[src/core_timing_defines.vh]
`ifndef CORE_TIMING_DEFINES_VH
`define CORE_TIMING_DEFINES_VH

// ==================================================
// Opcode encodings with special meaning
`define OPC_NOP 8'h00
`define OPC_SPARE 8'hA5

// ==================================================
// Instruction lengths in program bytes
`define LEN_1 2'h1
`define LEN_2 2'h2
`define LEN_3 2'h3

// ==================================================
// Latencies in system clock cycles
`define CYC_NONE 4'h0
`define CYC_ONE 4'h1
`define CYC_FLOW_EXTRA 4'h1
`define CYC_TAKEN_EXTRA 4'h1
`define CYC_MUL 4'h4
`define CYC_DIV 4'h8
`define CYC_RETURN 4'h5
`define CYC_MEM_XFER 4'h3

// ==================================================
// Direct operand space split
`define SFR_SELECT_BIT 7

// ==================================================
// Reset values
`define RST_BYTE 8'h00
`define RST_WORD 16'h0000

`endif

[src/cpu_instruction_timing.v]
// Overview of operation
// - Standard opcode map, encodings and addressing kept
// - Latency counted in clocks, no machine cycles
// - Default latency equals instruction byte count
// - Untaken conditional branch one clock shorter
// - Arithmetic: register 1, memory 2, multiply 4, divide 8
// - Data pointer increment: one byte, one clock
// - Logic ops 1/2 clocks, immediate-to-direct 3
// - Accumulator single-byte ops take one clock
// - Register moves 1, indirect RAM write 2
// - Direct-direct and immediate-direct moves: 3 clocks
// - Direct to/from indirect RAM: 2 clocks
// - Data pointer immediate load: 3 bytes, 3 clocks
// - Code byte move: one byte, 3 clocks
// - External data moves: one byte, 3 clocks
// - Push and pop direct: 2 bytes, 2 clocks
// - Conditional jumps 2/3, 3/4, indirect compare 4/5
// - Relative target: next instruction plus signed offset
// - Direct 00-7F is RAM, 80-FF is SFR
// - Spare opcode behaves as one-byte no-op
`timescale 1ns/1ps
`default_nettype none
`include "core_timing_defines.vh"

module cpu_instruction_timing #(
  parameter CNT_W = 4
) (
  input wire clock,
  input wire reset_n,
  input wire fetch_valid,
  input wire [7:0] fetch_opcode,
  input wire [7:0] fetch_byte2,
  input wire [7:0] fetch_byte3,
  input wire [15:0] fetch_pc,
  input wire branch_cond,
  output wire issue_ready,
  output wire instr_busy,
  output wire instr_done,
  output reg [1:0] instr_len_q,
  output reg [CNT_W-1:0] instr_cycles_q,
  output reg cond_branch_q,
  output reg branch_taken_q,
  output reg rel_valid_q,
  output reg [15:0] branch_target_q,
  output reg direct_valid_q,
  output reg direct_is_sfr_q,
  output reg [7:0] direct_addr_q,
  output reg noop_q
);

  // ==================================================
  // Opcode decode
  wire [3:0] hi = fetch_opcode[7:4];
  wire [3:0] lo = fetch_opcode[3:0];
  reg [1:0] dec_len;
  reg [3:0] dec_fixed;
  reg [3:0] dec_extra;
  reg dec_cond;
  reg dec_rel;
  reg dec_dir;
  reg dec_noop;

  // Length and latency per opcode; fixed overrides length-based count
  always @* begin
    dec_len = `LEN_1;
    dec_fixed = `CYC_NONE;
    dec_extra = `CYC_NONE;
    dec_cond = 1'b0;
    dec_rel = 1'b0;
    dec_dir = 1'b0;
    dec_noop = 1'b0;
    if (lo[3]) begin
      // Bank register column
      case (hi)
        4'h7: dec_len = `LEN_2;
        4'h8, 4'hA: begin
          dec_len = `LEN_2;
          dec_dir = 1'b1;
        end
        4'hB: begin
          dec_len = `LEN_3;
          dec_cond = 1'b1;
          dec_rel = 1'b1;
        end
        4'hD: begin
          dec_len = `LEN_2;
          dec_cond = 1'b1;
          dec_rel = 1'b1;
        end
        default: dec_len = `LEN_1;
      endcase
    end else if (lo[3:1] == 3'h3) begin
      // Pointer register indirect column
      case (hi)
        4'h7: dec_len = `LEN_2;
        4'h8, 4'hA: begin
          dec_len = `LEN_2;
          dec_dir = 1'b1;
        end
        4'hB: begin
          dec_len = `LEN_3; // Indirect compare 4/5
          dec_extra = `CYC_FLOW_EXTRA;
          dec_cond = 1'b1;
          dec_rel = 1'b1;
        end
        default: dec_extra = `CYC_FLOW_EXTRA; // RAM access costs a clock
      endcase
    end else begin
      case (lo)
        4'h5: begin
          dec_len = `LEN_2;
          dec_dir = 1'b1;
          case (hi)
            4'h7, 4'h8: dec_len = `LEN_3;
            4'hA: begin
              dec_len = `LEN_1; // Spare opcode, no effect
              dec_dir = 1'b0;
              dec_noop = 1'b1;
            end
            4'hB, 4'hD: begin
              dec_len = `LEN_3;
              dec_cond = 1'b1;
              dec_rel = 1'b1;
            end
            default: dec_len = `LEN_2;
          endcase
        end
        4'h4: begin
          case (hi)
            4'h8: dec_fixed = `CYC_DIV;
            4'hA: dec_fixed = `CYC_MUL;
            4'hB: begin
              dec_len = `LEN_3;
              dec_cond = 1'b1;
              dec_rel = 1'b1;
            end
            4'h2, 4'h3, 4'h4, 4'h5, 4'h6, 4'h7, 4'h9: dec_len = `LEN_2;
            default: dec_len = `LEN_1;
          endcase
        end
        4'h3: begin
          case (hi)
            4'h4, 4'h5, 4'h6: begin
              dec_len = `LEN_3;
              dec_dir = 1'b1;
            end
            4'h7, 4'h8, 4'h9, 4'hE, 4'hF: dec_fixed = `CYC_MEM_XFER;
            default: dec_len = `LEN_1;
          endcase
        end
        4'h2: begin
          case (hi)
            4'h0, 4'h1: begin
              dec_len = `LEN_3;
              dec_extra = `CYC_FLOW_EXTRA;
            end
            4'h2, 4'h3: dec_fixed = `CYC_RETURN;
            4'h4, 4'h5, 4'h6: begin
              dec_len = `LEN_2;
              dec_dir = 1'b1;
            end
            4'hE, 4'hF: dec_fixed = `CYC_MEM_XFER;
            default: dec_len = `LEN_2;
          endcase
        end
        4'h1: begin
          dec_len = `LEN_2;
          dec_extra = `CYC_FLOW_EXTRA;
        end
        default: begin
          case (hi)
            4'h0: dec_noop = 1'b1;
            4'h1, 4'h2, 4'h3: begin
              dec_len = `LEN_3;
              dec_cond = 1'b1;
              dec_rel = 1'b1;
            end
            4'h4, 4'h5, 4'h6, 4'h7: begin
              dec_len = `LEN_2;
              dec_cond = 1'b1;
              dec_rel = 1'b1;
            end
            4'h8: begin
              dec_len = `LEN_2;
              dec_extra = `CYC_FLOW_EXTRA;
              dec_rel = 1'b1;
            end
            4'h9: dec_len = `LEN_3;
            4'hC, 4'hD: begin
              dec_len = `LEN_2;
              dec_dir = 1'b1;
            end
            4'hE, 4'hF: dec_fixed = `CYC_MEM_XFER;
            default: dec_len = `LEN_2;
          endcase
        end
      endcase
    end
  end

  // ==================================================
  // Latency selection
  wire [3:0] base_cycles = (dec_fixed != `CYC_NONE) ? dec_fixed : ({2'h0, dec_len} + dec_extra);
  wire taken = dec_cond && branch_cond;
  // Taken branch costs one more clock than falling through
  wire [3:0] sel_cycles = base_cycles + (taken ? `CYC_TAKEN_EXTRA : `CYC_NONE);
  wire issue = fetch_valid && issue_ready;

  // ==================================================
  // Relative target: offset is the last byte of the instruction
  wire [7:0] rel_byte = (dec_len == `LEN_3) ? fetch_byte3 : fetch_byte2;
  wire [15:0] next_pc = fetch_pc + {14'h0, dec_len};
  wire [15:0] target = next_pc + {{8{rel_byte[7]}}, rel_byte};

  instr_cycle_counter #(
    .CNT_W(CNT_W)
  ) u_counter (
    .clock(clock),
    .reset_n(reset_n),
    .load(issue),
    .load_count(sel_cycles[CNT_W-1:0]),
    .busy_q(instr_busy),
    .done_q(instr_done),
    .ready_q(issue_ready)
  );

  // Decoded fields held for the life of the instruction
  always @(posedge clock or negedge reset_n) begin
    if (!reset_n) begin
      instr_len_q <= 2'h0;
      instr_cycles_q <= {CNT_W{1'b0}};
      cond_branch_q <= 1'b0;
      branch_taken_q <= 1'b0;
      rel_valid_q <= 1'b0;
      branch_target_q <= `RST_WORD;
      direct_valid_q <= 1'b0;
      direct_is_sfr_q <= 1'b0;
      direct_addr_q <= `RST_BYTE;
      noop_q <= 1'b0;
    end else if (issue) begin
      instr_len_q <= dec_len;
      instr_cycles_q <= sel_cycles[CNT_W-1:0];
      cond_branch_q <= dec_cond;
      branch_taken_q <= taken;
      rel_valid_q <= dec_rel;
      branch_target_q <= dec_rel ? target : next_pc;
      direct_valid_q <= dec_dir;
      direct_is_sfr_q <= dec_dir && fetch_byte2[`SFR_SELECT_BIT]; // Upper half is SFR space
      direct_addr_q <= fetch_byte2;
      noop_q <= dec_noop || (fetch_opcode == `OPC_SPARE) || (fetch_opcode == `OPC_NOP);
    end
  end

endmodule // cpu_instruction_timing

`default_nettype wire

[src/instr_cycle_counter.v]
`timescale 1ns/1ps
`default_nettype none

// ==================================================
// Cycle down-counter: busy for exactly the loaded number of clocks
module instr_cycle_counter #(
  parameter CNT_W = 4
) (
  input wire clock,
  input wire reset_n,
  input wire load,
  input wire [CNT_W-1:0] load_count,
  output reg busy_q,
  output reg done_q,
  output reg ready_q
);

  reg [CNT_W-1:0] count_q;
  reg [CNT_W-1:0] count_d;
  reg busy_d;
  reg done_d;

  // Next state; a reload in the last cycle gives back-to-back issue
  always @* begin
    count_d = count_q;
    busy_d = busy_q;
    done_d = 1'b0;
    if (load) begin
      count_d = load_count - {{(CNT_W-1){1'b0}}, 1'b1};
      busy_d = 1'b1;
      done_d = (load_count == {{(CNT_W-1){1'b0}}, 1'b1});
    end else if (busy_q) begin
      if (count_q == {CNT_W{1'b0}}) begin
        busy_d = 1'b0;
      end else begin
        count_d = count_q - {{(CNT_W-1){1'b0}}, 1'b1};
        done_d = (count_q == {{(CNT_W-1){1'b0}}, 1'b1});
      end
    end
  end

  // Counting in plain clocks, no machine-cycle grouping
  always @(posedge clock or negedge reset_n) begin
    if (!reset_n) begin
      count_q <= {CNT_W{1'b0}};
      busy_q <= 1'b0;
      done_q <= 1'b0;
      ready_q <= 1'b1;
    end else begin
      count_q <= count_d;
      busy_q <= busy_d;
      done_q <= done_d;
      ready_q <= !busy_d || (count_d == {CNT_W{1'b0}});
    end
  end

endmodule // instr_cycle_counter

`default_nettype wire

[config.mk]
export PLATFORM = sky130hd
export DESIGN_NAME = cpu_instruction_timing
export DESIGN_NICKNAME = d
export VERILOG_FILES = /design/src/cpu_instruction_timing.v /design/src/instr_cycle_counter.v
export VERILOG_INCLUDE_DIRS = /design/src
export SDC_FILE = /design/constraint.sdc
export NUM_CORES = 1
export LEC_CHECK = 0
export ABC_CLOCK_PERIOD_IN_PS = 1500
export BUFFER_PORTS_ARGS = -buffer_cell sky130_fd_sc_hd__buf_2
export CAP_MARGIN = 10
export CORE_MARGIN = 2
export CORE_UTILIZATION = 35
export CTS_BUF_LIST = sky130_fd_sc_hd__clkbuf_4
export CTS_CLUSTER_SIZE = 20
export DETAILED_ROUTE_END_ITERATION = 8
export PLACE_DENSITY = 0.66
export SYNTH_ARGS = -nofsm -noshare
export SYNTH_HDL_FRONTEND = slang
export SYNTH_SLANG_ARGS = --single-unit
export TNS_END_PERCENT = 20
[constraint.sdc]
create_clock -name clock -period 1.5 [get_ports clock]
set_clock_uncertainty 0.05 [all_clocks]
set_input_delay 0.225 -clock clock [delete_from_list [all_inputs] [get_ports clock]]
set_output_delay 0.225 -clock clock [all_outputs]
set_load 0.005 [all_outputs]
# ---- Word level (Yosys, flattened, before mapping)
# Index checks and enable logic that the tools add are counted.
dict set report totals {
  register_bits 43
  word_cells 138
  inputBits 44
}
dict set report classes {
  n_reduce_logical 35
  addsub 6
  eq_ne 25
  mux 58
}
# cell n
set op_table {}
lappend op_table {{$eq 4x4->1 const B} 8}
lappend op_table {{$mux 4} 8}
lappend op_table {{$mux 1} 28}
lappend op_table {{$eq 4x3->1 const B} 6}
lappend op_table {{$pmux 2 s2} 6}
lappend op_table {{$reduce_or 4->1} 5}
lappend op_table {{$reduce_or 2->1} 9}
lappend op_table {{$add 16x16->16} 1}
lappend op_table {{$add 16x2->16} 1}
lappend op_table {{$eq 4x1->1 const B} 4}
lappend op_table {{$eq 4x2->1 const B} 4}
lappend op_table {{$mux 16} 1}
lappend op_table {{$pmux 4 s4} 1}
lappend op_table {{$reduce_or 3->1} 5}
lappend op_table {{$reduce_or 7->1} 2}
lappend op_table {{$logic_not 4->1} 3}
lappend op_table {{$pmux 1 s3} 4}
lappend op_table {{$mux 2} 5}
lappend op_table {{$pmux 2 s5} 1}
lappend op_table {{$eq 8x8->1 const B} 1}
lappend op_table {{$logic_not 8->1} 1}
lappend op_table {{$mux 8} 1}
lappend op_table {{$pmux 4 s2} 1}
lappend op_table {{$reduce_or 8->1} 1}
lappend op_table {{other kinds (12)} 17}

# ---- Logic depth before layout (Yosys ltp)
dict set report logic_depth {
  ltp_word 13
  mapped_depth 21
  ltp_nobuf 19
}

# ---- Modules after synthesis
# A second synthesis with hierarchy kept.
dict set report unflattened {
  hier_cells 461
  hier_area_um2 3849.9
}
# mod area_each_um2 cells_each instances
set by_module_without_submodules {}
lappend by_module_without_submodules {cpu_instruction_timing 3407.0 417 1}
lappend by_module_without_submodules {instr_cycle_counter 442.9 44 1}

# ---- Least setup slack after synthesis
# OpenSTA, ideal clock, no wires.
dict set report synth_path {
  path_kind {input port to flip-flop}
  startpoint {input port fetch_opcode[1]}
  endpoint {register branch_target_q[15]}
  arrival_time_ns 4.221
  cell_stages 19
  setup_slack_ns -2.866
  required_time_ns 1.355
  path_cell_list {buf_1 > nor3b_1 > a311oi_1 > a2111oi_1 > nor4_1 > ha_1 > inv_1 > fa_1 > and3b_1 > xor2_1 > ha_1 > and3_1 > a221oi_1 > o211a_1 > o31a_1 > o21ai_0 > xor2_1 > and3_1 > o31ai_1}
}
dict set report synth_via {
  elab_chain_cells 8
}
# element line_no
set synth_lines {}
lappend synth_lines {{start, declared} cpu_instruction_timing.v:31} ;# input wire [7:0] fetch_opcode,
lappend synth_lines {{$eq 4x1->1, or another cell as far along} cpu_instruction_timing.v:109} ;# case (lo)
lappend synth_lines {{$pmux 2 s5} cpu_instruction_timing.v:109}
lappend synth_lines {{$mux 2 *} cpu_instruction_timing.v:92} ;# end else if (lo[3:1] == 3'h3) begin
lappend synth_lines {{$mux 2 *} cpu_instruction_timing.v:72} ;# if (lo[3]) begin
lappend synth_lines {{net dec_len[0]} cpu_instruction_timing.v:55} ;# reg [1:0] dec_len;
lappend synth_lines {{branches (longest 3 deep; another with $add 16x2->16)} --}
lappend synth_lines {{$mux 16 *} cpu_instruction_timing.v:246} ;# branch_target_q <= dec_rel ? target : next_pc;
lappend synth_lines {{end signal, assigned} cpu_instruction_timing.v:235} ;# branch_target_q <= `RST_WORD;
lappend synth_lines {{end signal, assigned} cpu_instruction_timing.v:246}
lappend synth_lines {{end, declared} cpu_instruction_timing.v:44} ;# output reg [15:0] branch_target_q,
# Mark *: on every way through the listed nets, which the timed path passes.
# A chain may end at the register's enable or synchronous reset.

# ---- Worst setup path in the final report
dict set report layout_path {
  startpoint {input port fetch_opcode[5]}
  endpoint {register branch_target_q[15]}
}
dict set report layout_via {
  elab_chain_cells 10
}
# element line_no
set layout_lines {}
lappend layout_lines {{branches (longest 9 deep; another with $add 16x2->16)} --}
lappend layout_lines {{$mux 16 *} cpu_instruction_timing.v:246}
# Mark *: on every way between the ends.

==> summary.md <==
| Metric | Value |
|---|---|
| Floorplan Core Area | 10400 sq um |
| Met3 track demand over resource | 0.0393 |
| Yosys reg bits | 43 |
| Switching power | 2.75 mW |
| Global routing usage on met2 | 0.395 |
| WL final | roughly 13 mm |
| Total track usage | 0.228 |
| Clock sink count | 43 |
| Share of total power in combinational logic | 0.586 |
| Fraction of power spent switching nets | 0.387 |
| Detail Route Antenna Nets | 0 |
| TritonCTS clock tree | yes |
| Endpoint required time on the critical path | 1730 ps |
| Number of enable flip-flop cells after synthesis | 0 |
| Min Tclk post-route | ~4000 ps |
| Most frequent standard cell in the layout excluding fill and tap cells | sky130_fd_sc_hd__buf_4 |
| Class of the worst hold path | input pin to register |
| Insertion delay of the later-clocked pin in the worst-skew pair | 380 ps |
| Fraction of registers with async set or reset after synthesis | 1.00 |
| Number of DRC markers after the initial detailed-route iteration | 214 |
| Count of yosys warnings during synthesis | 0 |
| Wire length of the first global-routing pass | 20.9 mm |
| Combined area of all synthesized cells | approximately 3800 sq um |
| P&R area growth vs syn | 61.6% |
| Number of hold-slack violations in the final timing report | 0 |
| Worst Max-Slew Pin Slew | 532 ps |
| Count of mapped cells out of synthesis | ~470 |
| Final worst-path setup slack | -2420 ps |
| Fill cells | 937 |
| Number of cells on the worst hold path | 3 |
| Clock Path Buffers | 2 |
| Pre-CTS setup slack | -2920 ps |
| Via count of the first global-routing pass | 4301 |
| Leakage power | 3.01 nW |
| Final weighted congestion in routability-driven placement | 0.949 |
| Top-Level Pins | 83 |
| Area taken by flip-flops and latches | 1080 sq um |
| Share of post-route cells with drive strength above 1 | 0.471 |
| Row count | 37 |
| Most used DFF post-synth | sky130_fd_sc_hd__dfrtp_1 |
| Die width | 108 microns |
| Largest net degree at the start of global routing | 44 |
| # nets final | 766 |
| Unique masters post-synth | just over 70 |
| Mapped Avg Cell Area | 7.97 sq um |
| Pwr Density | between 1000 and 1500 nW/um^2 |
| Number of port buffers | 82 |
| Count of cells along the worst register-to-register path | 8 |
| Number of buffers inserted during clock tree synthesis | 5 |
| Grt total ovfl | 0 |
| Count of endpoints failing setup in the final report | 27 |
| Post-detailed-route via-to-cell ratio | 5.17 |
| Sum of net half-perimeters after detailed placement | ~10 mm |
| Sequential fraction of the synthesis area | 0.286 |
| Critical path startpoint category | input pin |
| Tcrit/Tclk final | 2.62 |
| Clock slew at reported path FFs | ~140 ps |
| H-tree levels | 2 |
| Area of the die | about 12000 sq um |
| Worst rel slew slack | 0.644 |
| Initial core utilization | 0.363 |
| Arrival time reported for the critical path endpoint | 4160 ps |
| Drt pass-1 iters | 5 |
| Internal | 4.35 mW |
| Post-synth net total | about 540 |
| Fmax | about 250 MHz |
| Largest vdd supply drop | roughly 0.64 mV |
| Relative contribution of the clock network to total power | 0.136 |
| Overall Power | 7.11 mW |
| Initial antenna violation count | 0 |
| Outcome | finished, violations left |
| Average wire per standard cell | 15.6 microns |
| Unrepaired setup endpoints after global routing | true |
| Class of the most critical setup path | input pin to register |
| GRT Max-Usage Layer | met2 |
| Multi-input gate area | 2910 sq um |
| Worst R2R Setup Slack | -250 ps |
| Failing checks | negative setup slack |
| Via Count | between 4000 and 5000 |
| Ant. Diodes | 0 |
| Worst-path maximum fanout | 7 |
| Final slew viol count | 0 |
| Root cell of the clock tree | sky130_fd_sc_hd__clkbuf_4 |
| Endpoint kind of the worst setup timing path | register |
| DRC errors left | 0 |
| Die height | 108 microns |
| Commonest cells after routing, fill and taps aside | sky130_fd_sc_hd__buf_4 (146), sky130_fd_sc_hd__nand2_1 (93), sky130_fd_sc_hd__buf_2 (76) |
| Part of the power in registers | 0.278 |
| Met1 global-route usage | 0.280 |
| Count of max-cap constraint violations | 0 |
==> power by group through the flow <==
stage                     clock network, mW  registers (mW)  logic, mW
after CTS                             0.975            1.99       3.97
final                                 0.966            1.98       4.16
after floorplan                           0            2.01       1.88
after detailed placement                  0            2.01       3.70
after global placement                    0            1.99       3.61
after global routing                   1.01            2.04       4.59
==> kinds of logic after synthesis <==
| logic type | synth area share |
|---|---|
| compound gates | 0.218 |
| flops | 0.286 |
| mux | 0.0316 |
| buf+inv | 0.0466 |
| simple gates | 0.248 |
| xor+xnor | 0.0759 |
| fa+ha+maj | 0.0938 |
==> synthesized netlist by cell type, drive strengths merged, types with 2 or more instances <==
library cell	n	area (sq um)
nand2	96	363
dfrtp	42	1050
o21ai	42	210
a21oi	26	130
ha	25	313
nor2	25	93.8
buf	15	77.6
inv	15	56.3
xnor2	15	131
xor2	15	131
a21o	12	90.1
clkbuf	11	41.3
nand3	10	50.1
nand2b	9	56.3
nor3	8	40.0
mux2	7	78.8
nor2b	6	37.5
nor4	6	43.8
and3	5	31.3
o211ai	5	42.5
or2	5	33.8
and2	4	25.0
mux2i	4	40.0
nand4	4	25.0
nor3b	4	30.0
o22ai	4	31.3
a22oi	3	22.5
o21a	3	22.5
o31ai	3	22.5
or3	3	18.8
a211oi	2	15.0
a31oi	2	12.5
and4b	2	20.0
fa	2	40.0
o311ai	2	25.0
o31a	2	17.5
o41ai	2	17.5
==> final timing paths <==
kind | start | endpoint
setup / recovery | fetch_opcode[5] | branch_target_q[15]
hold / removal | fetch_byte2[1] | direct_addr_q[1]
setup reg to reg | u_counter.count_q[0] | u_counter.ready_q
hold reg to reg | instr_cycles_q[3] | instr_cycles_q[3]
max in group asynchronous | reset_n | u_counter.ready_q
min in group asynchronous | reset_n | branch_target_q[9]
==> metrics by stage <==
stage	util	area [sq um]	setup TNS (ps)	hold WS (ps)	cells
after floorplan	-	3860	-47760	-121	472
after global placement	0.523	5430	-60840	167	806
after detailed placement	0.523	5430	-63940	174	806
after CTS	0.565	5860	-46050	4.11	825
after global routing	0.586	6080	-51120	8.86	832
final	0.586	6080	-46250	9.33	832
==> flip-flops by register name, indices dropped and copies added, names as in the netlist <==
name               cells
instr_len_q            2
u_counter.busy_q       1
noop_q                 1
branch_taken_q         1
cond_branch_q          1
branch_target_q       16
u_counter.count_q      4
direct_addr_q          8
direct_is_sfr_q        1
instr_cycles_q         4
direct_valid_q         1
rel_valid_q            1
u_counter.done_q       1
u_counter.ready_q      1
==> repair_timing <==
| action | 4_1_cts | 5_1_grt |
|---|---|---|
| setup buffers | 12 | 7 |
| hold endpoints to repair | 42 | 0 |
| cloned | 0 | 0 |
| setup endpoints to repair | 30 | 30 |
| hold buffers | 1 | 0 |
| pin swaps | 50 | 37 |
| resized for setup | 72 | 32 |
==> critical path, cell delays in order <==
cell and delay, ps:
sky130_fd_sc_hd__buf_12 110, sky130_fd_sc_hd__buf_12 130, sky130_fd_sc_hd__nor4_4 310, sky130_fd_sc_hd__mux2i_1 220, sky130_fd_sc_hd__a32oi_1 90, sky130_fd_sc_hd__o31a_1 370
sky130_fd_sc_hd__buf_6 140, sky130_fd_sc_hd__fa_2 390, sky130_fd_sc_hd__and3b_2 310, sky130_fd_sc_hd__xor2_4 180, sky130_fd_sc_hd__ha_4 230, sky130_fd_sc_hd__and3_4 170
sky130_fd_sc_hd__a221oi_4 280, sky130_fd_sc_hd__o211a_1 240, sky130_fd_sc_hd__o31a_1 160, sky130_fd_sc_hd__o21ai_1 80, sky130_fd_sc_hd__xor2_1 150, sky130_fd_sc_hd__and3_1 170
sky130_fd_sc_hd__o31ai_1 220
==> layer usage <==
layer,wire [microns],share of wire
met1,5590,0.43
met2,6510,0.50
met3,496,0.038
met4,409,0.031
met5,0,0
==> area by class of cell <==
| class | instances | share of cell area |
|---|---|---|
| Clock buffer | 6 | 0.00741 |
| Clock inverter | 2 | 0.00988 |
| Inverter | 15 | 0.00926 |
| Multi-Input combinational cell | 388 | 0.478 |
| Sequential cell | 43 | 0.177 |
| Tap cell | 136 | 0.0280 |
| Timing Repair Buffer | 242 | 0.290 |
(Power assumes the default switching activity.)
